--- src/logic/crwl_pkg.sv ---
// crwl_pkg: constants and carrier types of the config write-lock block
// assumes a 32-bit classic Wishbone slave and mclk at 100 MHz
package crwl_pkg;
   localparam int DATA_W  = 32;
   localparam int ADR_W   = 8;
   localparam int IDX_W   = 6;
   localparam int MAX_CFG = 8;

   // word indices, byte address = index * 4
   localparam logic [IDX_W-1:0] IDX_SOFTRST  = 6'h00;
   localparam logic [IDX_W-1:0] IDX_LOCKSTAT = 6'h01;
   localparam logic [IDX_W-1:0] IDX_FLDLOCK  = 6'h02;
   localparam logic [IDX_W-1:0] IDX_CPUSTAT  = 6'h03;
   localparam logic [IDX_W-1:0] IDX_IRQSTAT  = 6'h04;
   localparam logic [IDX_W-1:0] IDX_IRQMASK  = 6'h05;
   localparam logic [IDX_W-1:0] IDX_CFG_BASE = 6'h10;

   // lock bit encoding and field positions
   localparam logic LOCK_OPEN    = 1'b1;
   localparam logic SR_HOLD      = 1'b1;
   localparam int   LOCK_CFG_POS = 8;

   // reset values
   localparam logic [DATA_W-1:0] CFG_RST_VAL = 32'h0000_0000;
   localparam logic [DATA_W-1:0] WORD_ZERO   = 32'h0000_0000;

   // interrupt events, bit 0 is lockedWr
   typedef struct packed {
      logic initDone;
      logic cpuRun;
      logic lockedWr;
   } crwl_irq_t;
   localparam int IRQ_W = $bits(crwl_irq_t);

   // processor status word, bit 0 is cpuInReset
   typedef struct packed {
      logic jtagVis;
      logic disableFuse;
      logic permitFuse;
      logic initDone;
      logic cpuInReset;
   } crwl_cpu_st_t;
endpackage

--- src/logic/crwl_lock_reg.sv ---
// crwl_lock_reg: one register guarded by a whole lock and field locks
// assumes write strobe, data and lane mask arrive from the bus slave
`timescale 1ns/10ps
module crwl_lock_reg
   import crwl_pkg::*;
#(
   parameter int               NF     = 1,
   parameter int               FW     = 32,
   parameter logic [NF*FW-1:0] RSTVAL = '0
)(
   // clock and reset
   input  wire logic             mclk,
   input  wire logic             srst,
   // lock bits, 1 = writable
   input  wire logic             regOpen,
   input  wire logic [NF-1:0]    fieldOpen,
   // nonvolatile preload
   input  wire logic             loadStb,
   input  wire logic [NF*FW-1:0] loadData,
   // bus write
   input  wire logic             wrStb,
   input  wire logic [NF*FW-1:0] wrData,
   input  wire logic [NF*FW-1:0] wrMask,
   // contents and refused write
   output logic      [NF*FW-1:0] q,
   output logic                  blocked
);
   localparam int W = NF * FW;
   if (NF < 1 || FW < 1 || W > DATA_W) begin : g_bad
      $error("crwl_lock_reg: unsupported shape");
   end

   logic [W-1:0] q_reg;
   logic [W-1:0] q_next;
   logic [W-1:0] openMask;
   logic [W-1:0] effMask;

   for (genvar f = 0; f < NF; f++) begin : g_fld
      assign openMask[f*FW +: FW] = {FW{regOpen & fieldOpen[f]}};
   end
   assign effMask = wrMask & openMask;
   assign q_next  = loadStb ? loadData
                  : wrStb   ? (q_reg & ~effMask) | (wrData & effMask)
                  : q_reg;
   // refused write is swallowed, the bus still gets a normal ack
   assign blocked = wrStb & (|(wrMask & ~openMask));
   assign q       = q_reg;

   always_ff @(posedge mclk) begin
      if (srst) begin
         q_reg <= RSTVAL;
      end else begin
         q_reg <= q_next;
      end
   end
endmodule

--- src/logic/crwl_cpu_reset.sv ---
// crwl_cpu_reset: processor hold-in-reset and permit fuse visibility
// assumes fuses and flash ties are static levels synchronous to mclk
`timescale 1ns/10ps
module crwl_cpu_reset
   import crwl_pkg::*;
(
   // clock and reset
   input  wire logic   mclk,
   input  wire logic   srst,
   // sequencing
   input  wire logic   initDone,
   // processor controls and fuses
   input  wire logic   cpuResetHoldN,
   input  wire logic   holdTieFlash,
   input  wire logic   cpuPermitFuse,
   input  wire logic   cpuDisableFuse,
   // debug port visibility
   input  wire logic   subsystemResetNFromFabric,
   output logic        jtagPermitValid,
   output logic        jtagPermitFuse,
   // processor reset and status
   output logic        cpuResetN,
   output crwl_cpu_st_t cpuSt
);
   logic holdEff;
   logic runOk;
   logic cpuResetN_reg;
   logic jtagValid_reg;
   logic jtagBit_reg;

   // flash tie overrides the fabric level, immune to upsets
   assign holdEff = holdTieFlash ? 1'b0 : cpuResetHoldN;
   assign runOk   = initDone & holdEff
                  & cpuPermitFuse & ~cpuDisableFuse;

   always_ff @(posedge mclk) begin
      if (srst) begin
         cpuResetN_reg <= 1'b0;
         jtagValid_reg <= 1'b0;
         jtagBit_reg   <= 1'b0;
      end else begin
         cpuResetN_reg <= runOk;
         jtagValid_reg <= subsystemResetNFromFabric;
         jtagBit_reg   <= subsystemResetNFromFabric & cpuPermitFuse;
      end
   end

   assign cpuResetN       = cpuResetN_reg;
   assign jtagPermitValid = jtagValid_reg;
   assign jtagPermitFuse  = jtagBit_reg;
   assign cpuSt = '{jtagVis: jtagValid_reg, disableFuse: cpuDisableFuse,
                    permitFuse: cpuPermitFuse, initDone: initDone,
                    cpuInReset: ~cpuResetN_reg};
endmodule

--- src/logic/crwl_top.sv ---
// crwl_top: lockable configuration and soft reset registers on Wishbone
// assumes flash lock bits and preload values are valid once nvValid rises
//
// Implementation choices: the address map and the Wishbone slave port.
`timescale 1ns/10ps

////////////////////////////////////////////////////////////////////////////
module crwl_top
   import crwl_pkg::*;
#(
   parameter int                NSR     = 27,
   parameter int                NCFG    = 2,
   parameter logic [DATA_W-1:0] CFG_RST = CFG_RST_VAL
)(
   // clock and reset
   input  wire logic                       mclk,
   input  wire logic                       srst,
   // classic Wishbone slave
   input  wire logic                       wb_cyc_i,
   input  wire logic                       wb_stb_i,
   input  wire logic                       wb_we_i,
   input  wire logic [ADR_W-1:0]           wb_adr_i,
   input  wire logic [3:0]                 wb_sel_i,
   input  wire logic [DATA_W-1:0]          wb_dat_i,
   output logic      [DATA_W-1:0]          wb_dat_o,
   output logic                            wb_ack_o,
   // nonvolatile lock bits and preload
   input  wire logic                       nvValid,
   input  wire logic                       nvSoftRegOpen,
   input  wire logic [NSR-1:0]             nvSoftFieldOpen,
   input  wire logic [NCFG-1:0]            nvCfgOpen,
   input  wire logic [NSR-1:0]             nvSoftRstInit,
   // processor controls and fuses
   input  wire logic                       cpuResetHoldN,
   input  wire logic                       holdTieFlash,
   input  wire logic                       cpuPermitFuse,
   input  wire logic                       cpuDisableFuse,
   input  wire logic                       subsystemResetNFromFabric,
   // processor reset and debug visibility
   output logic                            cpuResetN,
   output logic                            jtagPermitValid,
   output logic                            jtagPermitFuse,
   // sub-block resets and configuration words
   output logic      [NSR-1:0]             subBlockRst,
   output logic      [NCFG-1:0][DATA_W-1:0] cfgOut,
   // interrupt
   output logic                            irq
);
   localparam int W  = DATA_W;
   localparam int CW = (NCFG > 1) ? $clog2(NCFG) : 1;

   if (NSR < 1 || NSR > DATA_W) begin : g_bad_nsr
      $error("crwl_top: NSR out of range");
   end
   if (NCFG < 1 || NCFG > MAX_CFG || NCFG > W - LOCK_CFG_POS)
   begin : g_bad_ncfg
      $error("crwl_top: NCFG out of range");
   end

   ////////////////////////////////////////////////////////////////////////
   // bus slave: ack one cycle after the request, write on the ack edge
   logic             ack_reg;
   logic             ack_next;
   logic [W-1:0]     rdData_reg;
   logic [W-1:0]     rdData_next;
   logic             req;
   logic             wrStb;
   logic [IDX_W-1:0] aIdx;
   logic [IDX_W-1:0] cfgSel;
   logic [CW-1:0]    cfgIdx;
   logic [W-1:0]     wrMask;
   logic             hitSr;
   logic             hitLock;
   logic             hitFld;
   logic             hitCpu;
   logic             hitIrqS;
   logic             hitIrqM;
   logic             hitCfg;

   assign req      = wb_cyc_i & wb_stb_i;
   assign ack_next = req & ~ack_reg;
   assign wrStb    = req & wb_we_i & ack_reg;
   assign aIdx     = wb_adr_i[ADR_W-1:2];
   assign wrMask   = {{8{wb_sel_i[3]}}, {8{wb_sel_i[2]}},
                      {8{wb_sel_i[1]}}, {8{wb_sel_i[0]}}};

   assign hitSr   = aIdx == IDX_SOFTRST;
   assign hitLock = aIdx == IDX_LOCKSTAT;
   assign hitFld  = aIdx == IDX_FLDLOCK;
   assign hitCpu  = aIdx == IDX_CPUSTAT;
   assign hitIrqS = aIdx == IDX_IRQSTAT;
   assign hitIrqM = aIdx == IDX_IRQMASK;
   assign cfgSel  = aIdx - IDX_CFG_BASE;
   assign cfgIdx  = cfgSel[CW-1:0];
   assign hitCfg  = (aIdx >= IDX_CFG_BASE) && (cfgSel < IDX_W'(NCFG));

   ////////////////////////////////////////////////////////////////////////
   // lock bits and preload, caught once after reset release
   logic            initDone_reg;
   logic            softOpen_reg;
   logic [NSR-1:0]  fieldOpen_reg;
   logic [NCFG-1:0] cfgOpen_reg;
   logic            loadStb;

   assign loadStb = nvValid & ~initDone_reg;

   always_ff @(posedge mclk) begin
      if (srst) begin
         initDone_reg  <= 1'b0;
         softOpen_reg  <= LOCK_OPEN;
         fieldOpen_reg <= {NSR{LOCK_OPEN}};
         cfgOpen_reg   <= {NCFG{LOCK_OPEN}};
      end else if (loadStb) begin
         initDone_reg  <= 1'b1;
         softOpen_reg  <= nvSoftRegOpen;
         fieldOpen_reg <= nvSoftFieldOpen;
         cfgOpen_reg   <= nvCfgOpen;
      end
   end

   ////////////////////////////////////////////////////////////////////////
   // soft reset control: whole-register and per-field locks
   logic [NSR-1:0]  softQ;
   logic            srBlocked;

   crwl_lock_reg #(
      .NF     (NSR),
      .FW     (1),
      .RSTVAL ({NSR{SR_HOLD}})
   ) u_softrst (
      .mclk      (mclk),
      .srst      (srst),
      .regOpen   (softOpen_reg),
      .fieldOpen (fieldOpen_reg),
      .loadStb   (loadStb),
      .loadData  (nvSoftRstInit),
      .wrStb     (wrStb & hitSr),
      .wrData    (wb_dat_i[NSR-1:0]),
      .wrMask    (wrMask[NSR-1:0]),
      .q         (softQ),
      .blocked   (srBlocked)
   );

   assign subBlockRst = softQ;

   ////////////////////////////////////////////////////////////////////////
   // configuration registers, each under one register lock
   logic [NCFG-1:0][W-1:0] cfgQ;
   logic [NCFG-1:0]        cfgWr;
   logic [NCFG-1:0]        cfgBlk;

   for (genvar g = 0; g < NCFG; g++) begin : g_cfg
      assign cfgWr[g] = wrStb & hitCfg & (cfgSel == IDX_W'(g));
      crwl_lock_reg #(
         .NF     (1),
         .FW     (W),
         .RSTVAL (CFG_RST)
      ) u_cfg (
         .mclk      (mclk),
         .srst      (srst),
         .regOpen   (cfgOpen_reg[g]),
         .fieldOpen (LOCK_OPEN),
         .loadStb   (1'b0),
         .loadData  (WORD_ZERO),
         .wrStb     (cfgWr[g]),
         .wrData    (wb_dat_i),
         .wrMask    (wrMask),
         .q         (cfgQ[g]),
         .blocked   (cfgBlk[g])
      );
   end

   assign cfgOut = cfgQ;

   ////////////////////////////////////////////////////////////////////////
   // processor reset control
   crwl_cpu_st_t cpuSt;

   crwl_cpu_reset u_cpu (
      .mclk                      (mclk),
      .srst                      (srst),
      .initDone                  (initDone_reg),
      .cpuResetHoldN             (cpuResetHoldN),
      .holdTieFlash              (holdTieFlash),
      .cpuPermitFuse             (cpuPermitFuse),
      .cpuDisableFuse            (cpuDisableFuse),
      .subsystemResetNFromFabric (subsystemResetNFromFabric),
      .jtagPermitValid           (jtagPermitValid),
      .jtagPermitFuse            (jtagPermitFuse),
      .cpuResetN                 (cpuResetN),
      .cpuSt                     (cpuSt)
   );

   ////////////////////////////////////////////////////////////////////////
   // interrupts: sticky events, write one to clear, set wins
   crwl_irq_t        ev;
   logic [IRQ_W-1:0] evVec;
   logic [IRQ_W-1:0] w1c;
   logic [IRQ_W-1:0] mskWr;
   logic [IRQ_W-1:0] irqStat_reg;
   logic [IRQ_W-1:0] irqStat_next;
   logic [IRQ_W-1:0] irqMask_reg;
   logic [IRQ_W-1:0] irqMask_next;
   logic             cpuRunPrev_reg;

   // release of the processor is flagged for the fabric monitor
   assign ev.lockedWr = srBlocked | (|cfgBlk);
   assign ev.cpuRun   = cpuResetN & ~cpuRunPrev_reg;
   assign ev.initDone = loadStb;
   assign evVec       = ev;

   assign w1c   = (wrStb & hitIrqS) ? wb_dat_i[IRQ_W-1:0] & wrMask[IRQ_W-1:0]
                : '0;
   assign mskWr = (wrStb & hitIrqM) ? wrMask[IRQ_W-1:0] : '0;
   assign irqStat_next = (irqStat_reg & ~w1c) | evVec;
   assign irqMask_next = (irqMask_reg & ~mskWr)
                       | (wb_dat_i[IRQ_W-1:0] & mskWr);
   assign irq = |(irqStat_reg & irqMask_reg);

   always_ff @(posedge mclk) begin
      if (srst) begin
         irqStat_reg    <= '0;
         irqMask_reg    <= '0;
         cpuRunPrev_reg <= 1'b0;
      end else begin
         irqStat_reg    <= irqStat_next;
         irqMask_reg    <= irqMask_next;
         cpuRunPrev_reg <= cpuResetN;
      end
   end

   ////////////////////////////////////////////////////////////////////////
   // read selection, unmapped words read zero and still ack
   logic [W-1:0] rdSr;
   logic [W-1:0] rdLock;
   logic [W-1:0] rdFld;
   logic [W-1:0] rdCpu;
   logic [W-1:0] rdCfg;
   logic [W-1:0] rdMux;

   assign rdSr   = W'(softQ);
   assign rdLock = (W'(cfgOpen_reg) << LOCK_CFG_POS) | W'(softOpen_reg);
   assign rdFld  = W'(fieldOpen_reg);
   assign rdCpu  = W'(cpuSt);
   assign rdCfg  = cfgQ[cfgIdx];
   assign rdMux  = hitSr   ? rdSr
                 : hitLock ? rdLock
                 : hitFld  ? rdFld
                 : hitCpu  ? rdCpu
                 : hitIrqS ? W'(irqStat_reg)
                 : hitIrqM ? W'(irqMask_reg)
                 : hitCfg  ? rdCfg
                 : WORD_ZERO;
   assign rdData_next = (ack_next & ~wb_we_i) ? rdMux : rdData_reg;

   always_ff @(posedge mclk) begin
      if (srst) begin
         ack_reg    <= 1'b0;
         rdData_reg <= WORD_ZERO;
      end else begin
         ack_reg    <= ack_next;
         rdData_reg <= rdData_next;
      end
   end

   assign wb_ack_o = ack_reg;
   assign wb_dat_o = rdData_reg;
endmodule

--- config.mk ---
export PLATFORM = sky130hd
export DESIGN_NAME = crwl_top
export DESIGN_NICKNAME = d
export VERILOG_FILES = /design/src/logic/crwl_pkg.sv /design/src/logic/crwl_lock_reg.sv /design/src/logic/crwl_cpu_reset.sv /design/src/logic/crwl_top.sv
export SDC_FILE = /design/constraint.sdc
export NUM_CORES = 1
export LEC_CHECK = 0
export ABC_AREA = 1
export BUFFER_PORTS_ARGS = -buffer_cell sky130_fd_sc_hd__buf_2
export CAP_MARGIN = 10
export CORE_ASPECT_RATIO = 0.75
export CORE_MARGIN = 2
export CORE_UTILIZATION = 52
export DETAILED_ROUTE_END_ITERATION = 8
export MAX_ROUTING_LAYER = met4
export PLACE_DENSITY = 0.91
export SLEW_MARGIN = 20
export SYNTH_ARGS = -nofsm -noshare
export SYNTH_HDL_FRONTEND = slang
export SYNTH_SLANG_ARGS = --single-unit
--- constraint.sdc ---
create_clock -name mclk -period 2.15 [get_ports mclk]
set_input_delay 0.215 -clock mclk [delete_from_list [all_inputs] [get_ports mclk]]
set_output_delay 0.215 -clock mclk [all_outputs]
set_load 0.02 [all_outputs]
==> key figures <==
Synthesis
  – Largest cells by area after synthesis: dfxtp_1 (43%), nand2_1 (9.9%), nor2_1 (7.1%)
  – Synth async-reset ratio: 0
  – Distinct cells, synth: 33
  – Post-synth EDFFs: 0
  – Net Count, Synth: 1171
  – Count leader, synth: nand2_1
  – Area leader, netlist: dfxtp_1
  – Synth warn: 0
  – FF+latch count, synth: 165
  – Syn_area_per_cell: 7.287 µm²
  – Seq/Total Area, Yosys: 0.4280
  – Top_reg_cell synth: dfxtp_1
  – Top-area cell type share of the netlist area: 0.4280
  – Gate Count Post-Synth: 1059
  – Most common library cells after synthesis: nand2_1 (204), dfxtp_1 (165), nor2_1 (147)
  – Mapped Area: 7717 µm²

Critical path
  – Startpoint Class: flop
  – Crit Path Max Fanout: 10
  – CP endpoint kind: flop
  – Worst EP required: 2.51 ns
  – Reg2Reg Depth: 8
  – CP startpoint: wb_ack_o
  – CP Class: flop to flop
  – Worst flop-to-flop path startpoint: wb_ack_o
  – Critical Path AT: 2.19 ns
  – Reg-to-reg setup timing slack: 0.31 ns

Routing
  – Via Count: 8639
  – # DRC: 0
  – WL final: 26.55 mm
  – DRT iter0 DRCs: 777
  – Via density: 5.790
  – Drt pass-1 iters: 5
  – Routed WL per cell: 17.79 µm
  – ANT nets after route: 0

STA
  – Slew @ Worst Pin: 0.6969 ns
  – Post-Route Setup TNS: 0 ns
  – Worst rel slew slack: 0.5349
  – Max-slew violation count: 0
  – Final Cycle Share: 0.8548
  – Setup violations, final: 0
  – Max Freq: 0.5441 GHz
  – PnR worst setup slack: 0.3122 ns
  – RSZ-0062 raised after global routing: no
  – Final Skew: 0.01010 ns
  – Post-route minimum period: 1.838 ns
  – Final Hold Fails: 0

Layout
  – Area occupied by multi-input gates: 3812 µm²
  – Fill cells: 1195
  – Nets: 1390
  – Synthesis-to-layout area growth: 26.51%
  – Final design instance area without fill: 9763 µm²
  – Share of cells above drive strength 1: 0.2703
  – Flip-flop and latch area: 3303 µm²

Global routing
  – Busiest grt layer: met2
  – GR met1 Demand/Resource: 0.4487
  – Met3 Use GR: 0.06141
  – Vias in the first global route: 7939
  – Gr usage total: 0.3454
  – Largest net degree at the start of global routing: 82
  – Total global routing overflow: 0
  – Grt met2 use: 0.5339
  – Global-route wire length before repair: 40.96 mm
  – Initial antenna violation count: 0

Floorplan
  – DIE AREA: 15840 µm²
  – Vert. Die Dim: 109.5 µm
  – Standard cell core area: 14500 µm²
  – Row cnt: 38
  – Initial core utilization: 0.5322
  – I/O pins: 240
  – Die Wd: 144.7 µm

Power
  – Leakage power: 0.004712 µW
  – Pwr dens: 763.9 nW/µm²
  – Total power: 7458 µW
  – Switching share of power: 0.2655
  – Seq pwr share: 0.436
  – Cell Int Power: 5477 µW
  – Clock network power share: 0.449
  – Logic pwr share: 0.115
  – Psw: 1980 µW
  – VDD IR max: 0.0005524 V

CTS
  – CTS buffer count: 17
  – Clk_lat worst skew: 0.42 ns
  – Clock sinks: 165
  – CTS Root Cell: clkbuf_16
  – CTS max path bufs: 2
  – Worst-path clk slew: 0.07 ns
  – TritonCTS clock tree: done
  – H-tree levels: 4

Hold path
  – Hold crit path type: input pin to flop

Status
  – Outcome: finished clean

Placed design
  – Hpwl dp: 18.24 mm
  – IO buf count: 237
  – Routability Congestion: 0.9015
  – Placed cell area: 9071 µm²
  – Setup WS pre-CTS: 0.1610 ns

Flow run
  – Max_cap viols: 0
## power by group through the flow
stage	combinational, µW	clock, µW	sequential (µW)
floorplan	408	0	3370
global placement	817	0	3310
detailed placement	834	0	3320
CTS	845	3350	3250
global route	934	3490	3260
finish	858	3350	3250
## cell families after synthesis
group	Yosys count	synth area share
buf+inv	144	0.08041
simple gates	514	0.3205
flops	165	0.4280
compound gates	236	0.1710
## metal layers
layer | vias up | part of all wire | wire, µm
li1 | 4019 | - | -
met1 | 3959 | 0.40 | 10580
met2 | 587 | 0.45 | 12020
met3 | 74 | 0.12 | 3226
met4 | 0 | 0.027 | 722
met5 | - | 0 | 0
## cell type report
class                           count  share of cell area
Tap cell                          200             0.02563
Inverter                           80             0.03089
Timing Repair Buffer              264              0.1481
Clock buffer                       19             0.04639
Multi-Input combinational cell    750              0.3905
Clock inverter                     13             0.01986
Sequential cell                   165              0.3383
Antenna cell                        1           0.0002563
## stage by stage
| stage | hold slack, ns | utilization | std cells |
|---|---|---|---|
| floorplan | 0.2924 | - | 1059 |
| global placement | 0.3820 | 0.6255 | 1455 |
| detailed placement | 0.3860 | 0.6255 | 1455 |
| CTS | 0.000003997 | 0.6722 | 1490 |
| global route | 0.01183 | 0.6731 | 1491 |
| finish | 0.003024 | 0.6733 | 1492 |
## placed cells by master (no fill, tap or decap), types with 6 or more instances in the layout
master     count
buf_2        237
nand2_1      204
dfxtp_1      165
nor2_1       146
o21ai_0       83
a21oi_1       77
inv_1         73
nand3_1       49
nand4_1       39
nor3_2        27
o211ai_1      24
o21ai_1       24
nor3_1        23
buf_4         20
clkbuf_16     17
o32ai_1       14
nor2_4         9
a31oi_1        6
## worst min path at each step
stage	slack (ns)	from	cells after the start	endpoint
after floorplan	0.29	holdTieFlash	1	u_cpu.cpuResetN
after detailed placement	0.39	holdTieFlash	2	u_cpu.cpuResetN
after global routing	0.01	nvSoftFieldOpen[20]	3	fieldOpen_reg[20]
after global placement	0.38	holdTieFlash	2	u_cpu.cpuResetN
final	0.003	nvSoftRstInit[14]	3	flop
after CTS	0.000004	nvSoftRstInit[22]	3	flop
## critical path, stage by stage (launching register included)
cell	delay (ns)
dfxtp_1	0.41
nand4_1	0.11
buf_4	0.18
nor2_8	0.16
nand3_4	0.21
buf_4	0.29
nor2_4	0.18
o21ai_0	0.10
a21oi_1	0.12
## timing repair
| action | 4_1_cts | 5_1_grt |
|---|---|---|
| gates resized for setup | 0 | 1 |
| hold buffers | 3 | 0 |
| setup endpoints to repair | 0 | 11 |
| setup buffers | 0 | 1 |
| hold endpoints to repair | 3 | 0 |
Note: power is estimated with default switching activity, not from simulation.
